File: src/include/dtcm_pkg.sv
// Constants, register map and carrier types of the dual timer/counter block.
package dtcm_pkg;

    localparam int DTCM_AW = 12;

    // Byte addresses of the registers.
    localparam logic [11:0] DTCM_TIMER_CONTROL_REGISTER_ADDR = 12'h088;
    localparam logic [11:0] DTCM_TIMER_MODE_REGISTER_ADDR = 12'h08c;
    localparam logic [11:0] DTCM_TL0_ADDR = 12'h090;
    localparam logic [11:0] DTCM_TH0_ADDR = 12'h094;
    localparam logic [11:0] DTCM_TL1_ADDR = 12'h098;
    localparam logic [11:0] DTCM_TH1_ADDR = 12'h09c;
    localparam logic [11:0] DTCM_STS_ADDR = 12'h0a0;
    localparam logic [11:0] DTCM_MASK_ADDR = 12'h0a4;

    // Control register fields.
    localparam int DTCM_TF1_BIT = 7;
    localparam int DTCM_TR1_BIT = 6;
    localparam int DTCM_TF0_BIT = 5;
    localparam int DTCM_TR0_BIT = 4;

    // Mode register fields.
    localparam int DTCM_GATE1_BIT = 7;
    localparam int DTCM_CT1_BIT = 6;
    localparam int DTCM_MODE1_LSB = 4;
    localparam int DTCM_GATE0_BIT = 3;
    localparam int DTCM_CT0_BIT = 2;
    localparam int DTCM_MODE0_LSB = 0;

    // Timer modes.
    localparam logic [1:0] DTCM_MODE_13BIT = 2'h0;
    localparam logic [1:0] DTCM_MODE_16BIT = 2'h1;
    localparam logic [1:0] DTCM_MODE_RELOAD = 2'h2;
    localparam logic [1:0] DTCM_MODE_SPLIT = 2'h3;

    // Values after reset.
    localparam logic [7:0] DTCM_TIMER_CONTROL_REGISTER_RST = 8'h00;
    localparam logic [7:0] DTCM_TIMER_MODE_REGISTER_RST = 8'h00;
    localparam logic [7:0] DTCM_COUNT_RST = 8'h00;
    localparam logic [1:0] DTCM_FLAGS_RST = 2'h0;
    localparam logic [3:0] DTCM_PINS_RST = 4'h0;

    typedef enum logic [3:0] {
        DTCM_REG_TIMER_CONTROL_REGISTER, DTCM_REG_TIMER_MODE_REGISTER, DTCM_REG_TL0, DTCM_REG_TH0,
        DTCM_REG_TL1, DTCM_REG_TH1, DTCM_REG_STS, DTCM_REG_MASK, DTCM_REG_NONE
    } dtcm_reg_type;

    typedef struct packed {
        logic psel;
        logic penable;
        logic pwrite;
        logic [11:0] paddr;
        logic [31:0] pwdata;
    } dtcm_apb_req_type;

    typedef struct packed {
        logic pready;
        logic [31:0] prdata;
        logic pslverr;
    } dtcm_apb_rsp_type;

    typedef struct packed {
        logic [7:0] timer_control_register;
        logic [7:0] timer_mode_register;
        logic [7:0] tl0;
        logic [7:0] th0;
        logic [7:0] tl1;
        logic [7:0] th1;
        logic [1:0] sts;
        logic [1:0] mask;
        logic [3:0] sync1;
        logic [3:0] sync2;
        logic [3:0] sync3;
        logic [3:0] filt;
        logic [3:0] filt_d;
        dtcm_apb_rsp_type rsp;
        logic irq;
        logic baud;
    } dtcm_state_type;

    localparam dtcm_state_type DTCM_STATE_RST = '{
        timer_control_register: DTCM_TIMER_CONTROL_REGISTER_RST, timer_mode_register: DTCM_TIMER_MODE_REGISTER_RST,
        tl0: DTCM_COUNT_RST, th0: DTCM_COUNT_RST,
        tl1: DTCM_COUNT_RST, th1: DTCM_COUNT_RST,
        sts: DTCM_FLAGS_RST, mask: DTCM_FLAGS_RST,
        sync1: DTCM_PINS_RST, sync2: DTCM_PINS_RST, sync3: DTCM_PINS_RST,
        filt: DTCM_PINS_RST, filt_d: DTCM_PINS_RST,
        rsp: '{pready: 1'b0, prdata: 32'h0000_0000, pslverr: 1'b0},
        irq: 1'b0, baud: 1'b0
    };

endpackage

File: src/dtcm_top.sv
// Dual timer/counter with APB register access and a masked interrupt.
//
// Implementation choices: the APB register port and the register addresses.
`timescale 1ns/1ps
`default_nettype none
module dtcm_top (
    // Clock, reset and clock enable.
    input wire logic CORE_CLK_I,
    input wire logic RESET_N_I,
    input wire logic CLK_EN_I,
    // Register bus.
    input wire dtcm_pkg::dtcm_apb_req_type APB_REQ_I,
    output var dtcm_pkg::dtcm_apb_rsp_type APB_RSP_O,
    // Timer pins: bit 0 belongs to timer 0, bit 1 to timer 1.
    input wire logic [1:0] COUNT_PIN_I,
    input wire logic [1:0] GATE_PIN_I,
    input wire logic [1:0] INT_ACK_I,
    // Interrupt requests and baud tick.
    output logic [1:0] TIMER_IRQ_O,
    output logic IRQ_O,
    output logic BAUD_TICK_O
);
    import dtcm_pkg::*;

    dtcm_state_type st_ff;
    dtcm_state_type nxt_st;

    // Maps a bus address onto a register; used by both read and write paths.
    function automatic dtcm_reg_type reg_decode(input logic [11:0] addr);
        case (addr)
            DTCM_TIMER_CONTROL_REGISTER_ADDR: reg_decode = DTCM_REG_TIMER_CONTROL_REGISTER;
            DTCM_TIMER_MODE_REGISTER_ADDR: reg_decode = DTCM_REG_TIMER_MODE_REGISTER;
            DTCM_TL0_ADDR: reg_decode = DTCM_REG_TL0;
            DTCM_TH0_ADDR: reg_decode = DTCM_REG_TH0;
            DTCM_TL1_ADDR: reg_decode = DTCM_REG_TL1;
            DTCM_TH1_ADDR: reg_decode = DTCM_REG_TH1;
            DTCM_STS_ADDR: reg_decode = DTCM_REG_STS;
            DTCM_MASK_ADDR: reg_decode = DTCM_REG_MASK;
            default: reg_decode = DTCM_REG_NONE;
        endcase
    endfunction

    // One count step of a whole timer; returns {overflow, high, low}.
    function automatic logic [16:0] count_step(input logic [1:0] mode, input logic [7:0] lo,
                                               input logic [7:0] hi, input logic inc);
        logic [13:0] sum13;
        logic [16:0] sum16;
        sum13 = {1'b0, hi, lo[4:0]} + 14'h0001;
        sum16 = {1'b0, hi, lo} + 17'h00001;
        count_step = {1'b0, hi, lo};
        if (inc) begin
            case (mode)
                DTCM_MODE_13BIT: begin
                    // The upper three low-byte bits take no part in the count.
                    count_step = {sum13[13], sum13[12:5], lo[7:5], sum13[4:0]};
                end
                DTCM_MODE_16BIT: begin
                    count_step = sum16;
                end
                DTCM_MODE_RELOAD: begin
                    if (lo == 8'hff) begin
                        count_step = {1'b1, hi, hi};
                    end else begin
                        count_step = {1'b0, hi, sum16[7:0]};
                    end
                end
                default: begin
                    count_step = {1'b0, hi, lo};
                end
            endcase
        end
    endfunction

    // Bus access decode.
    logic acc;
    logic acc_w;
    dtcm_reg_type sel;
    assign sel = reg_decode(APB_REQ_I.paddr);
    assign acc = APB_REQ_I.psel & APB_REQ_I.penable & st_ff.rsp.pready;
    assign acc_w = acc & APB_REQ_I.pwrite;

    // Mode register fields.
    logic [1:0] mode0;
    logic [1:0] mode1;
    logic t0_split;
    assign mode0 = st_ff.timer_mode_register[DTCM_MODE0_LSB +: 2];
    assign mode1 = st_ff.timer_mode_register[DTCM_MODE1_LSB +: 2];
    assign t0_split = (mode0 == DTCM_MODE_SPLIT);

    // Counted pin events are falling edges of the filtered pins.
    logic [1:0] evt;
    assign evt = st_ff.filt_d[1:0] & ~st_ff.filt[1:0];

    logic run0;
    logic run1;
    logic inc0;
    logic inc1;
    logic inc_h0;
    assign run0 = st_ff.timer_control_register[DTCM_TR0_BIT] &
                  (~st_ff.timer_mode_register[DTCM_GATE0_BIT] | st_ff.filt[2]);
    // While timer 0 is split, timer 1 ignores TR1 and is started and stopped by its own mode and its gate.
    assign run1 = (t0_split | st_ff.timer_control_register[DTCM_TR1_BIT]) &
                  (~st_ff.timer_mode_register[DTCM_GATE1_BIT] | st_ff.filt[3]) &
                  (mode1 != DTCM_MODE_SPLIT);
    assign inc0 = run0 & (st_ff.timer_mode_register[DTCM_CT0_BIT] ? evt[0] : 1'b1);
    assign inc1 = run1 & (st_ff.timer_mode_register[DTCM_CT1_BIT] ? evt[1] : 1'b1);
    assign inc_h0 = t0_split & st_ff.timer_control_register[DTCM_TR1_BIT];

    always_comb begin
        logic [16:0] res0;
        logic [16:0] res1;
        logic [8:0] lo_split;
        logic [8:0] hi_split;
        logic set0;
        logic set1;
        logic [7:0] wd;
        set0 = 1'b0;
        set1 = 1'b0;
        nxt_st = st_ff;
        res0 = count_step(mode0, st_ff.tl0, st_ff.th0, inc0);
        res1 = count_step(mode1, st_ff.tl1, st_ff.th1, inc1);
        lo_split = {1'b0, st_ff.tl0} + {8'h00, inc0};
        hi_split = {1'b0, st_ff.th0} + {8'h00, inc_h0};
        wd = APB_REQ_I.pwdata[7:0];

        // Pin synchronisers with agreement filter.
        nxt_st.sync1 = {GATE_PIN_I, COUNT_PIN_I};
        nxt_st.sync2 = st_ff.sync1;
        nxt_st.sync3 = st_ff.sync2;
        for (int i = 0; i < 4; i++) begin
            if (st_ff.sync2[i] == st_ff.sync3[i]) begin
                nxt_st.filt[i] = st_ff.sync3[i];
            end
        end
        nxt_st.filt_d = st_ff.filt;

        // Count registers advance; the run bit never clears them.
        if (t0_split) begin
            nxt_st.tl0 = lo_split[7:0];
            nxt_st.th0 = hi_split[7:0];
            set0 = lo_split[8];
            set1 = hi_split[8];
        end else begin
            nxt_st.th0 = res0[15:8];
            nxt_st.tl0 = res0[7:0];
            set0 = res0[16];
            set1 = res1[16];
        end
        nxt_st.th1 = res1[15:8];
        nxt_st.tl1 = res1[7:0];
        nxt_st.baud = res1[16];

        // Software writes to the count registers win over the count step.
        if (acc_w) begin
            case (sel)
                DTCM_REG_TIMER_CONTROL_REGISTER: begin
                    nxt_st.timer_control_register = wd;
                end
                DTCM_REG_TIMER_MODE_REGISTER: begin
                    nxt_st.timer_mode_register = wd;
                end
                DTCM_REG_TL0: begin
                    nxt_st.tl0 = wd;
                end
                DTCM_REG_TH0: begin
                    nxt_st.th0 = wd;
                end
                DTCM_REG_TL1: begin
                    nxt_st.tl1 = wd;
                end
                DTCM_REG_TH1: begin
                    nxt_st.th1 = wd;
                end
                DTCM_REG_STS: begin
                    nxt_st.sts = st_ff.sts & ~wd[1:0];
                end
                DTCM_REG_MASK: begin
                    nxt_st.mask = wd[1:0];
                end
                default: begin
                    nxt_st.timer_control_register = nxt_st.timer_control_register;
                end
            endcase
        end

        // Flags clear on interrupt service; a new overflow wins over any clear.
        if (INT_ACK_I[0]) begin
            nxt_st.timer_control_register[DTCM_TF0_BIT] = 1'b0;
        end
        if (INT_ACK_I[1]) begin
            nxt_st.timer_control_register[DTCM_TF1_BIT] = 1'b0;
        end
        if (set0) begin
            nxt_st.timer_control_register[DTCM_TF0_BIT] = 1'b1;
        end
        if (set1) begin
            nxt_st.timer_control_register[DTCM_TF1_BIT] = 1'b1;
        end
        nxt_st.sts = nxt_st.sts | {set1, set0};
        nxt_st.irq = |(st_ff.sts & st_ff.mask);

        // APB answer: one wait state, then data and error for one cycle.
        nxt_st.rsp.pready = APB_REQ_I.psel & APB_REQ_I.penable & ~st_ff.rsp.pready;
        nxt_st.rsp.pslverr = 1'b0;
        nxt_st.rsp.prdata = 32'h0000_0000;
        if (nxt_st.rsp.pready) begin
            nxt_st.rsp.pslverr = (sel == DTCM_REG_NONE);
            case (sel)
                DTCM_REG_TIMER_CONTROL_REGISTER: nxt_st.rsp.prdata = {24'h000000, st_ff.timer_control_register};
                DTCM_REG_TIMER_MODE_REGISTER: nxt_st.rsp.prdata = {24'h000000, st_ff.timer_mode_register};
                DTCM_REG_TL0: nxt_st.rsp.prdata = {24'h000000, st_ff.tl0};
                DTCM_REG_TH0: nxt_st.rsp.prdata = {24'h000000, st_ff.th0};
                DTCM_REG_TL1: nxt_st.rsp.prdata = {24'h000000, st_ff.tl1};
                DTCM_REG_TH1: nxt_st.rsp.prdata = {24'h000000, st_ff.th1};
                DTCM_REG_STS: nxt_st.rsp.prdata = {30'h00000000, st_ff.sts};
                DTCM_REG_MASK: nxt_st.rsp.prdata = {30'h00000000, st_ff.mask};
                default: nxt_st.rsp.prdata = 32'h0000_0000;
            endcase
        end
    end

    always_ff @(posedge CORE_CLK_I) begin
        if (!RESET_N_I) begin
            st_ff <= DTCM_STATE_RST;
        end else if (CLK_EN_I) begin
            st_ff <= nxt_st;
        end
    end

    assign APB_RSP_O = st_ff.rsp;
    assign TIMER_IRQ_O = {st_ff.timer_control_register[DTCM_TF1_BIT], st_ff.timer_control_register[DTCM_TF0_BIT]};
    assign IRQ_O = st_ff.irq;
    assign BAUD_TICK_O = st_ff.baud;
endmodule
`default_nettype wire

File: config.mk
export PLATFORM = sky130hd
export DESIGN_NAME = dtcm_top
export DESIGN_NICKNAME = d
export VERILOG_FILES = /design/src/include/dtcm_pkg.sv /design/src/dtcm_top.sv
export SDC_FILE = /design/constraint.sdc
export NUM_CORES = 1
export LEC_CHECK = 0
export ABC_AREA = 0
export BUFFER_PORTS_ARGS = -buffer_cell sky130_fd_sc_hd__buf_2
export CORE_UTILIZATION = 45
export CTS_CLUSTER_DIAMETER = 60
export CTS_CLUSTER_SIZE = 28
export DETAILED_ROUTE_END_ITERATION = 8
export HOLD_SLACK_MARGIN = 0.03
export PLACE_DENSITY_LB_ADDON = 0.25
export SLEW_MARGIN = 15
export SYNTH_ARGS = -nofsm -noshare
export SYNTH_HDL_FRONTEND = slang
export SYNTH_SLANG_ARGS = --single-unit
File: constraint.sdc
create_clock -name CORE_CLK_I -period 6.75 [get_ports CORE_CLK_I]
set_input_delay 0.3375 -clock CORE_CLK_I [delete_from_list [all_inputs] [get_ports CORE_CLK_I]]
set_output_delay 0.3375 -clock CORE_CLK_I [all_outputs]
set_load 0.05 [all_outputs]
### Word level (Yosys, flattened, before mapping)

Index checks and enable logic that the tools add are counted.

* $add $sub $neg: 6
* reductions and logical operators: 17
* bitwise operators: 22
* eq/ne operators: 28
* multiplexer cells: 27

Operators by type and width (count)
* one-hot mux 17 bit (3 select lines): 2
* equality test 12 x 8 -> 1 bit, second input constant: 8
* two-way mux 17 bit: 4
* one-hot mux 8 bit (8 select lines): 1
* two-way mux 52 bit: 1
* two-way mux 8 bit: 6
* adder 16 x 1 -> 17 bit, second input constant: 2
* one-hot mux 4 bit (8 select lines): 1
* adder 13 x 1 -> 14 bit, second input constant: 2
* adder 8 x 1 -> 9 bit: 2
* equality test 4 x 3 -> 1 bit, second input constant: 4
* equality test 8 bit, second input constant: 2
* two-way mux 16 bit: 1
* AND reduction 3 bit: 5
* nonzero test 3 bit: 4
* AND 1 bit: 10
* two-way mux 9 bit: 1
* equality test 4 x 2 -> 1 bit, second input constant: 2
* two-way mux 1 bit: 8
* AND reduction 2 bit: 4
* AND 2 bit: 3
* equality test 2 bit, second input constant: 3
* equality test 1 bit: 4
* equality test 2 x 1 -> 1 bit, second input constant: 2
* other kinds (11): 18

* input bits: 56
* bits in registers: 106
* word-level logic and storage cells: 123
* output and inout bits: 38

### Depth between registers and ports, before layout

Gate-level depths: netlist of the first run.

* depth after elaboration: 10
* gate-level depth with buffers: 12

### Worst setup path before layout of the first run

No wires, ideal clock.

* kind: register -> register
* start: register st_ff[36] (netlist name)
* end: register st_ff[89] (netlist name)
* arrival time: 2.237 ns
* setup slack: 4.388 ns
* stages on the path, launching flop included: 12
* cell sequence: dfxtp_1 > nor2b_1 > o211ai_1 > inv_1 > buf_1 > ha_1 > nand3_1 > o2111ai_1 > o21ai_0 > o32a_1 > nor3_1 > o22ai_1

* longest elaborated chain between the ends: 7

RTL lines
* from (decl): line dtcm_top.sv:25 `dtcm_state_type st_ff;`
* from (signal assigned): line dtcm_top.sv:226 `st_ff <= nxt_st;`
* AND 2 bit (*): line dtcm_top.sv:92 `assign evt = st_ff.filt_d[1:0] & ~st_ff.filt[1:0];`
* two-way mux 1 bit (*): line dtcm_top.sv:105 `assign inc0 = run0 & (st_ff.timer_mode_register[DTCM_CT0_BIT] ? evt[0] : 1'b1);`
* AND 1 bit (*): line dtcm_top.sv:105
* adder 8 x 1 -> 9 bit / two-way mux 17 bit (equally long branches): line dtcm_top.sv:122, dtcm_top.sv:51
* two-way mux 16 bit (*): line dtcm_top.sv:138 `if (t0_split) begin`
* two-way mux 8 bit: line dtcm_top.sv:155 `case (sel)`
* two-way mux 52 bit (*): line dtcm_top.sv:154 `if (acc_w) begin`

Mark *: on every way between the ends. The rest lies on a longest branch, timed or not. The select of a mux whose other input is x is not followed.
A chain may end at the register's enable or synchronous reset.

### Worst setup path after layout of the first run

* start: register st_ff, in the netlist mode0[0]
* end: register st_ff, in the netlist TIMER_IRQ_O[1]

* longest elaborated chain between the ends: 9

RTL lines
* equality test 2 bit (*): line dtcm_top.sv:88 `assign t0_split = (mode0 == DTCM_MODE_SPLIT);`
* parallel branches: the longest is 5 deep, another holds adder 8 x 1 -> 9 bit
* two-way mux 1 bit (*): line dtcm_top.sv:138
* nonzero test 3 bit (no line)
* AND reduction 3 bit (no line)

Mark *: on every way between the ends.

==> results.yml, run 1 <==
timing:
  fin_crit_ns: 3.14
  fmax_mhz: 319
  fin_skew_ns: 0.00657
  finalCritPeriodShare_pct: 46.5
  setup_viol: 0
  relSlewSlack_pct: 28.8
  grt_setup_unrepaired: "no"
  hold_viol_final: 0
  worstMarginPinSlew_ns: 1.06
  fin_ws_ns: 3.61
  report.final.slew_viol_count: 0
  setup_tns_ns: 0
finish:
  final_cell_mix: "dfxtp_1 (82), nor2_1 (82), nand2_1 (65)"
  multi_input_area_um2: 3900
  final_layout_size_suffix_gt1_share_pct: 12.2
  n_antenna_cell: 0
  layout.nets: 834
  syn2layout_area_growth_pct: 5.84
  fillers: 1272
  ff_latch_area_um2: 1640
logic_synthesis:
  ys.flop_type: "dfxtp_1"
  synth_top_family_by_area: "simple AND/OR/NAND/NOR gates"
  synthAdderAreaFrac_pct: 1.25
  syn_area_um2: 6020
  synth_edf_count: 0
  ys_warn_count: 0
  async_flop_share_pct: 0
  yosysSeqAreaShare_pct: 27.3
  synth_compound_area_share_pct: 24.5
  synthSimpleGateAreaFrac_pct: 25.9
  ys_types: 84
  postSynthAreaPerCell_um2: 7.70
  synthCells: 782
  synth-xor-area-share_pct: 1.60
  synthMuxAreaShare_pct: 10.0
  ys_ff_latch: 82
clock_tree:
  clock_latency_ns: 0.34
  clock_sinks: 82
  clk_path_buf_depth: 2
  clk_pin_slew_ns: 0.07
  htreeDepth: 3
  cts_buffers: 9
  post_cts_buffers: 0
  ctsHoldBuffers: 0
  clockRootBuffer: "clkbuf_16"
  cts_tree: "yes"
  post_cts_resized: 0
worst_setup_path:
  crit_arrival_ns: 3.41
  cpMostUsedCell: "a21oi_1"
  startpoint_type: "flip-flop"
  endpoint_kind: "flip-flop"
  critical-path-slowest-cell: "dfxtp_1"
  crit_family: "compound AO/OA/AOI/OAI gates"
  r2r_start: "mode0[0]"
  r2r_cells: 6
  rr_endpoint: "TIMER_IRQ_O[1]"
  cp_max_fo: 26
  critPathRequiredTime_ns: 7.02
  crit_chain: "a21oi_1, a2111oi_4, nand2_1, a21oi_1, a21oi_1, a31oi_1"
  criticalPathCategory: "reg -> reg"
  ff2ff_setup_slack_ns: 3.61
  crit_buf_inv: 0
  critPathMaxStageDelay_ns: 0.90
power_and_ir_drop:
  p_leak_nw: 2.32
  peakVddDrop_v: 0.000161
  powerDensity_nw_per_um2: 174
drt:
  viasPerCell: 6.44
  drc_errors: 0
  antenna_left: 0
  wl_per_cell_um: 19.9
  dr.pass1.iters: 5
  vias: 6114
  drt_iter0_markers: 762
  wl_um: 18900
floorplan:
  die_h_um: 118
  die_x_um: 118
  dieArea_um2: 13800
  rows: 41
  io-pin-count: 94
  core_um2: 12800
  initial_core_util_pct: 46.9
placed_design:
  dp_slack_ns: 3.75
  routabilityCongestion: 0.977
  hpwl_um: 13400
  port_buffers: 45
min_path:
  hp-class: "in -> reg"
  hp-start: "GATE_PIN_I[0]"
  min_to: "nxt_st[50]"
  whs_path_depth: 3
flow_run:
  maxCapViolCount: 0
global_routing:
  overflow: 0
  grt_max_degree: 52
  grt_pass1_wl_um: 30000
  grt_pass1_vias: 5377
  antenna_found_initial: 0
  grt_usage_pct: 27.3
run_status:
  status: "finished, final reports clean"
area by class of cell:
class | instances | area share [%]
Tap cell | 172 | 3.38
Clock inverter | 6 | 1.02
Timing Repair Buffer | 50 | 4.12
Sequential cell | 82 | 25.8
Multi-Input combinational cell | 614 | 61.2
Inverter | 15 | 0.884
Clock buffer | 10 | 3.59
Yosys cell counts (6+ instances only):
library cell,number,area share [%]
ha_1,6,1.2
a21oi_1,42,3.5
a211oi_1,10,1.2
inv_1,15,0.94
o31ai_1,7,0.87
nor3_1,26,2.2
nand4_1,11,1.1
a22o_1,8,1.2
clkbuf_1,35,2.2
nor2b_1,8,0.83
mux2i_1,48,8.0
and3_1,10,1.0
nand2b_1,9,0.94
xnor2_1,8,1.2
nand2_1,65,4.1
nor2_1,82,5.1
o22ai_1,10,1.0
and2_1,7,0.73
buf_1,8,0.50
a31oi_1,14,1.5
buf_4,36,4.5
o221ai_1,7,1.0
dfxtp_1,82,27
and4_1,7,1.0
o21ai_0,56,4.7
nor4_1,9,0.94
nand3_1,33,2.7
buf_2,12,1.0
registers in the layout (all words and copies together), names as in the netlist:
name / cells
mode1: 2
nxt_st: 12
IRQ_O: 1
APB_RSP_O: 10
mode0: 2
st_ff: 52
BAUD_TICK_O: 1
TIMER_IRQ_O: 2
through the flow:
stage               total power [W]  instance area [um2]  hold slack, ns  util [%]  cells
floorplan                  0.000603                 6110           0.417         -    805
global placement           0.000623                 6080           0.425      47.4    933
detailed placement         0.000625                 6080           0.427      47.4    933
CTS                         0.00112                 6370           0.225      49.7    949
global route                0.00115                 6370           0.244      49.7    949
finish                      0.00111                 6370           0.231      49.7    949
worst register-to-register path: stages (launching register included):
cell,delay (ns)
dfxtp_1,0.90
a21oi_1,0.28
a2111oi_4,0.68
nand2_1,0.28
a21oi_1,0.49
a21oi_1,0.23
a31oi_1,0.21
power breakdown:
part | switching (W) | total (W) | internal [W]
Sequential | 0.0000116 | 0.000502 | 0.000490
Combinational | 0.0000855 | 0.000114 | 0.0000284
Clock | 0.000207 | 0.000495 | 0.000288
cell families (layout without fill, tap and decap cells):
| family | count (synthesis) | after routing |
|---|---|---|
| compound gates | 217 | 217 |
| xor+xnor | 11 | 11 |
| fa+ha+maj | 6 | 6 |
| buf+inv | 109 | 81 |
| flops | 82 | 82 |
| mux | 55 | 55 |
| other cells | 1 | 24 |
| simple gates | 301 | 301 |
metal layers:
layer  vias to the layer above  share of wire [%]  global-route usage, %
met1                      2850                 44                   39.6
met3                        47                 10                   6.06
li1                       2838                  -                      -
met2                       379                 43                   39.3
met4                         0                2.7                   9.54
met5                         -                  0                      0
worst max-delay path by stage:
stage / start / to / slack (ns) / cells past startpoint
final: mode0[0] / TIMER_IRQ_O[1] / 3.61 / 6
after global routing: mode0[0] / TIMER_IRQ_O[1] / 3.51 / 6
after CTS: mode0[0] / TIMER_IRQ_O[1] / 3.73 / 6
after detailed placement: mode0[0] / TIMER_IRQ_O[1] / 3.75 / 6
after global placement: mode0[0] / TIMER_IRQ_O[1] / 3.74 / 6
after floorplan: st_ff[36] / st_ff[89] / 4.39 / 11
No activity file was read; power rests on OpenSTA's default activity.
==> inputs of run 2 (changes only) <==
--- a/config.mk
+++ b/config.mk
@@ -5,7 +5,7 @@
 export SDC_FILE = /design/constraint.sdc
 export NUM_CORES = 1
 export LEC_CHECK = 0
-export ABC_AREA = 0
+export ABC_AREA = 1
 export BUFFER_PORTS_ARGS = -buffer_cell sky130_fd_sc_hd__buf_2
 export CORE_UTILIZATION = 45
 export CTS_CLUSTER_DIAMETER = 60
==> constraint.sdc (replaced) <==
create_clock -name CORE_CLK_I -period 2.9 [get_ports CORE_CLK_I]
set_input_delay 0.145 -clock CORE_CLK_I [delete_from_list [all_inputs] [get_ports CORE_CLK_I]]
set_output_delay 0.145 -clock CORE_CLK_I [all_outputs]
set_load 0.05 [all_outputs]
==> results.yml, run 2 <==
logic_synthesis:
  synth_compound_area_share_pct: 18.6
  synthSimpleGateAreaFrac_pct: 40.6
  postSynthAreaPerCell_um2: 5.93
  yosys.area.top_type: "dfxtp_1"
  yosysMostFrequentCell: "nand2_1"
  synth-xor-area-share_pct: 0.530
  ys_types: 43
  ys.flop_type: "dfxtp_1"
  async_flop_share_pct: 0
  ys_top_cells_by_area: "dfxtp_1 (25%), nand2_1 (16%), nand3_1 (10%)"
  yosysSeqAreaShare_pct: 24.8
  synthMuxAreaShare_pct: 0
  synth_top_area_share_pct: 24.8
  synth_top_family_by_area: "simple AND/OR/NAND/NOR gates"
  synth_edf_count: 0
  ys_warn_count: 0
  ys_ff_latch: 82
  synthAdderAreaFrac_pct: 1.14
  synthCells: 1114
  syn_area_um2: 6610
  synth_common_cells: "nand2_1 (287), nand3_1 (136), inv_1 (109)"
drt:
  wl_per_cell_um: 15.8
  drt_iter0_markers: 635
  dr.pass1.iters: 5
  vias: 7289
  viasPerCell: 5.52
  drc_errors: 0
  antenna_left: 0
  wl_um: 20800
finish:
  final_cell_mix: "nand2_1 (287), nand3_1 (136), inv_1 (108)"
  syn2layout_area_growth_pct: 7.76
  largest_register_ffs: 52
  final_layout_size_suffix_gt1_share_pct: 11.8
  layout_commonest_cell: "nand2_1"
  fillers: 1558
  n_antenna_cell: 0
  top_register: "st_ff"
  layout.nets: 1197
  instances_no_fill: 1320
timing:
  grt_setup_unrepaired: "no"
  fmax_mhz: 416
  hold_viol_final: 0
  setup_tns_ns: 0
  setup_viol: 0
  relSlewSlack_pct: 39.5
  fin_skew_ns: 0.0149
  fin_crit_ns: 2.41
  worstMarginPinSlew_ns: 0.904
  report.final.slew_viol_count: 0
  finalCritPeriodShare_pct: 83.0
min_path:
  hp-class: "in -> reg"
  whs_path_depth: 3
global_routing:
  antenna_found_initial: 0
  grt_usage_pct: 28.6
  grt_pass1_wl_um: 33300
  overflow: 0
  grt_pass1_vias: 6440
  grt_max_degree: 65
placed_design:
  place_inst: 1300
  hpwl_um: 15400
  port_buffers: 45
  routabilityCongestion: 0.962
clock_tree:
  clk_path_buf_depth: 2
  cts_buffers: 9
  clock_latency_ns: 0.36
  cts_tree: "yes"
  post_cts_resized: 0
  clk_pin_slew_ns: 0.07
  clock_sinks: 82
  clockRootBuffer: "clkbuf_16"
  htreeDepth: 3
floorplan:
  core_um2: 14100
  die_h_um: 123
  rows: 43
  die_x_um: 123
  initial_core_util_pct: 46.9
  dieArea_um2: 15200
  io-pin-count: 94
power_and_ir_drop:
  p_switching_w: 0.000782
  p_leak_nw: 2.95
  peakVddDrop_v: 0.000334
  combPwrFrac_pct: 9.6
  powerDensity_nw_per_um2: 363
  pwr-share-seq_pct: 44.5
  switching_share_pct: 30.2
  share_clk_of_total_power_pct: 45.8
  p_int_w: 0.00181
flow_run:
  maxCapViolCount: 0
run_status:
  status: "finished, final reports clean"
worst_setup_path:
  cp_max_fo: 5
  critical-path-slowest-cell: "dfxtp_1"
  critPathRequiredTime_ns: 3.15
  startpoint_type: "flip-flop"
  r2r_cells: 15
  critPathMaxStageDelay_ns: 0.37
  endpoint_kind: "flip-flop"
  crit_chain: "nor2_1, nor2_1, nand2_1, inv_1, ha_1, ha_1, nand2_1, nor2_1, inv_1, nor3_1, a21oi_1, nand2_1, nand2_1, a21oi_1, nor2_1"
  criticalPathCategory: "reg -> reg"
  crit_arrival_ns: 2.66
[run 2: power groups by stage]
stage / Combinational (W) / Clock (W) / Sequential (W)
finish: 0.000250 / 0.00119 / 0.00115
CTS: 0.000247 / 0.00120 / 0.00115
floorplan: 0.000201 / 0 / 0.00118
global route: 0.000269 / 0.00124 / 0.00115
detailed placement: 0.000243 / 0 / 0.00118
global placement: 0.000243 / 0 / 0.00118
[run 2: worst max-delay path, delay by kind of cell, from the launching register on]
kind,cells,cell delay (ns)
buf+inv,2,0.25
compound gates,2,0.34
flops,1,0.37
simple gates,9,1.01
fa+ha+maj,2,0.35
[run 2: area by class of cell]
| class | instances | area, um2 | share of cell area, % |
|---|---|---|---|
| Multi-Input combinational cell | 855 | 4110 | 57.7 |
| Clock buffer | 9 | 225 | 3.16 |
| Tap cell | 180 | 225 | 3.16 |
| Clock inverter | 7 | 76.3 | 1.07 |
| Sequential cell | 82 | 1640 | 23.1 |
| Timing Repair Buffer | 65 | 385 | 5.41 |
| Inverter | 122 | 458 | 6.43 |
[run 2: cells by family after synthesis]
| family | count (synthesis) |
|---|---|
| compound gates | 227 |
| xor+xnor | 4 |
| fa+ha+maj | 6 |
| buf+inv | 200 |
| flops | 82 |
| other cells | 1 |
| simple gates | 594 |
[run 2: per-layer routing]
metal | vias to the layer above | share of wire (%) | track usage (%)
li1 | 3659 | - | -
met1 | 3286 | 46 | 39.2
met2 | 297 | 44 | 44.0
met3 | 47 | 8.1 | 5.63
met4 | 0 | 2.8 | 10.8
met5 | - | 0 | 0
[run 2: final timing paths]
kind	endpoint	slack [ns]	start
hold reg to reg	APB_RSP_O[1]	0.46	APB_RSP_O[1]
hold / removal	st_ff[99]	0.11	APB_REQ_I[7]
setup reg to reg	TIMER_IRQ_O[0]	0.49	nxt_st[38]
setup / recovery	TIMER_IRQ_O[0]	0.49	nxt_st[38]
[run 2: through the flow]
step | cell area (um2) | hold WS [ns] | utilization, % | power [W] | setup slack (ns)
6_report | 7120 | 0.107 | 50.5 | 0.00259 | 0.493
3_5_place_dp | 6780 | 0.376 | 48.1 | 0.00142 | 0.546
3_3_place_gp | 6780 | 0.371 | 48.1 | 0.00142 | 0.582
2_1_floorplan | 6690 | 0.280 | - | 0.00138 | 0.919
5_1_grt | 7120 | 0.115 | 50.5 | 0.00266 | 0.205
4_1_cts | 7120 | 0.102 | 50.5 | 0.00260 | 0.529
[run 2: timing repair]
item | in CTS | in global routing
endpoints found under the hold margin | 4 | 0
buffers inserted | 0 | 0
setup endpoints to repair | 0 | 0
hold buffers | 4 | 0
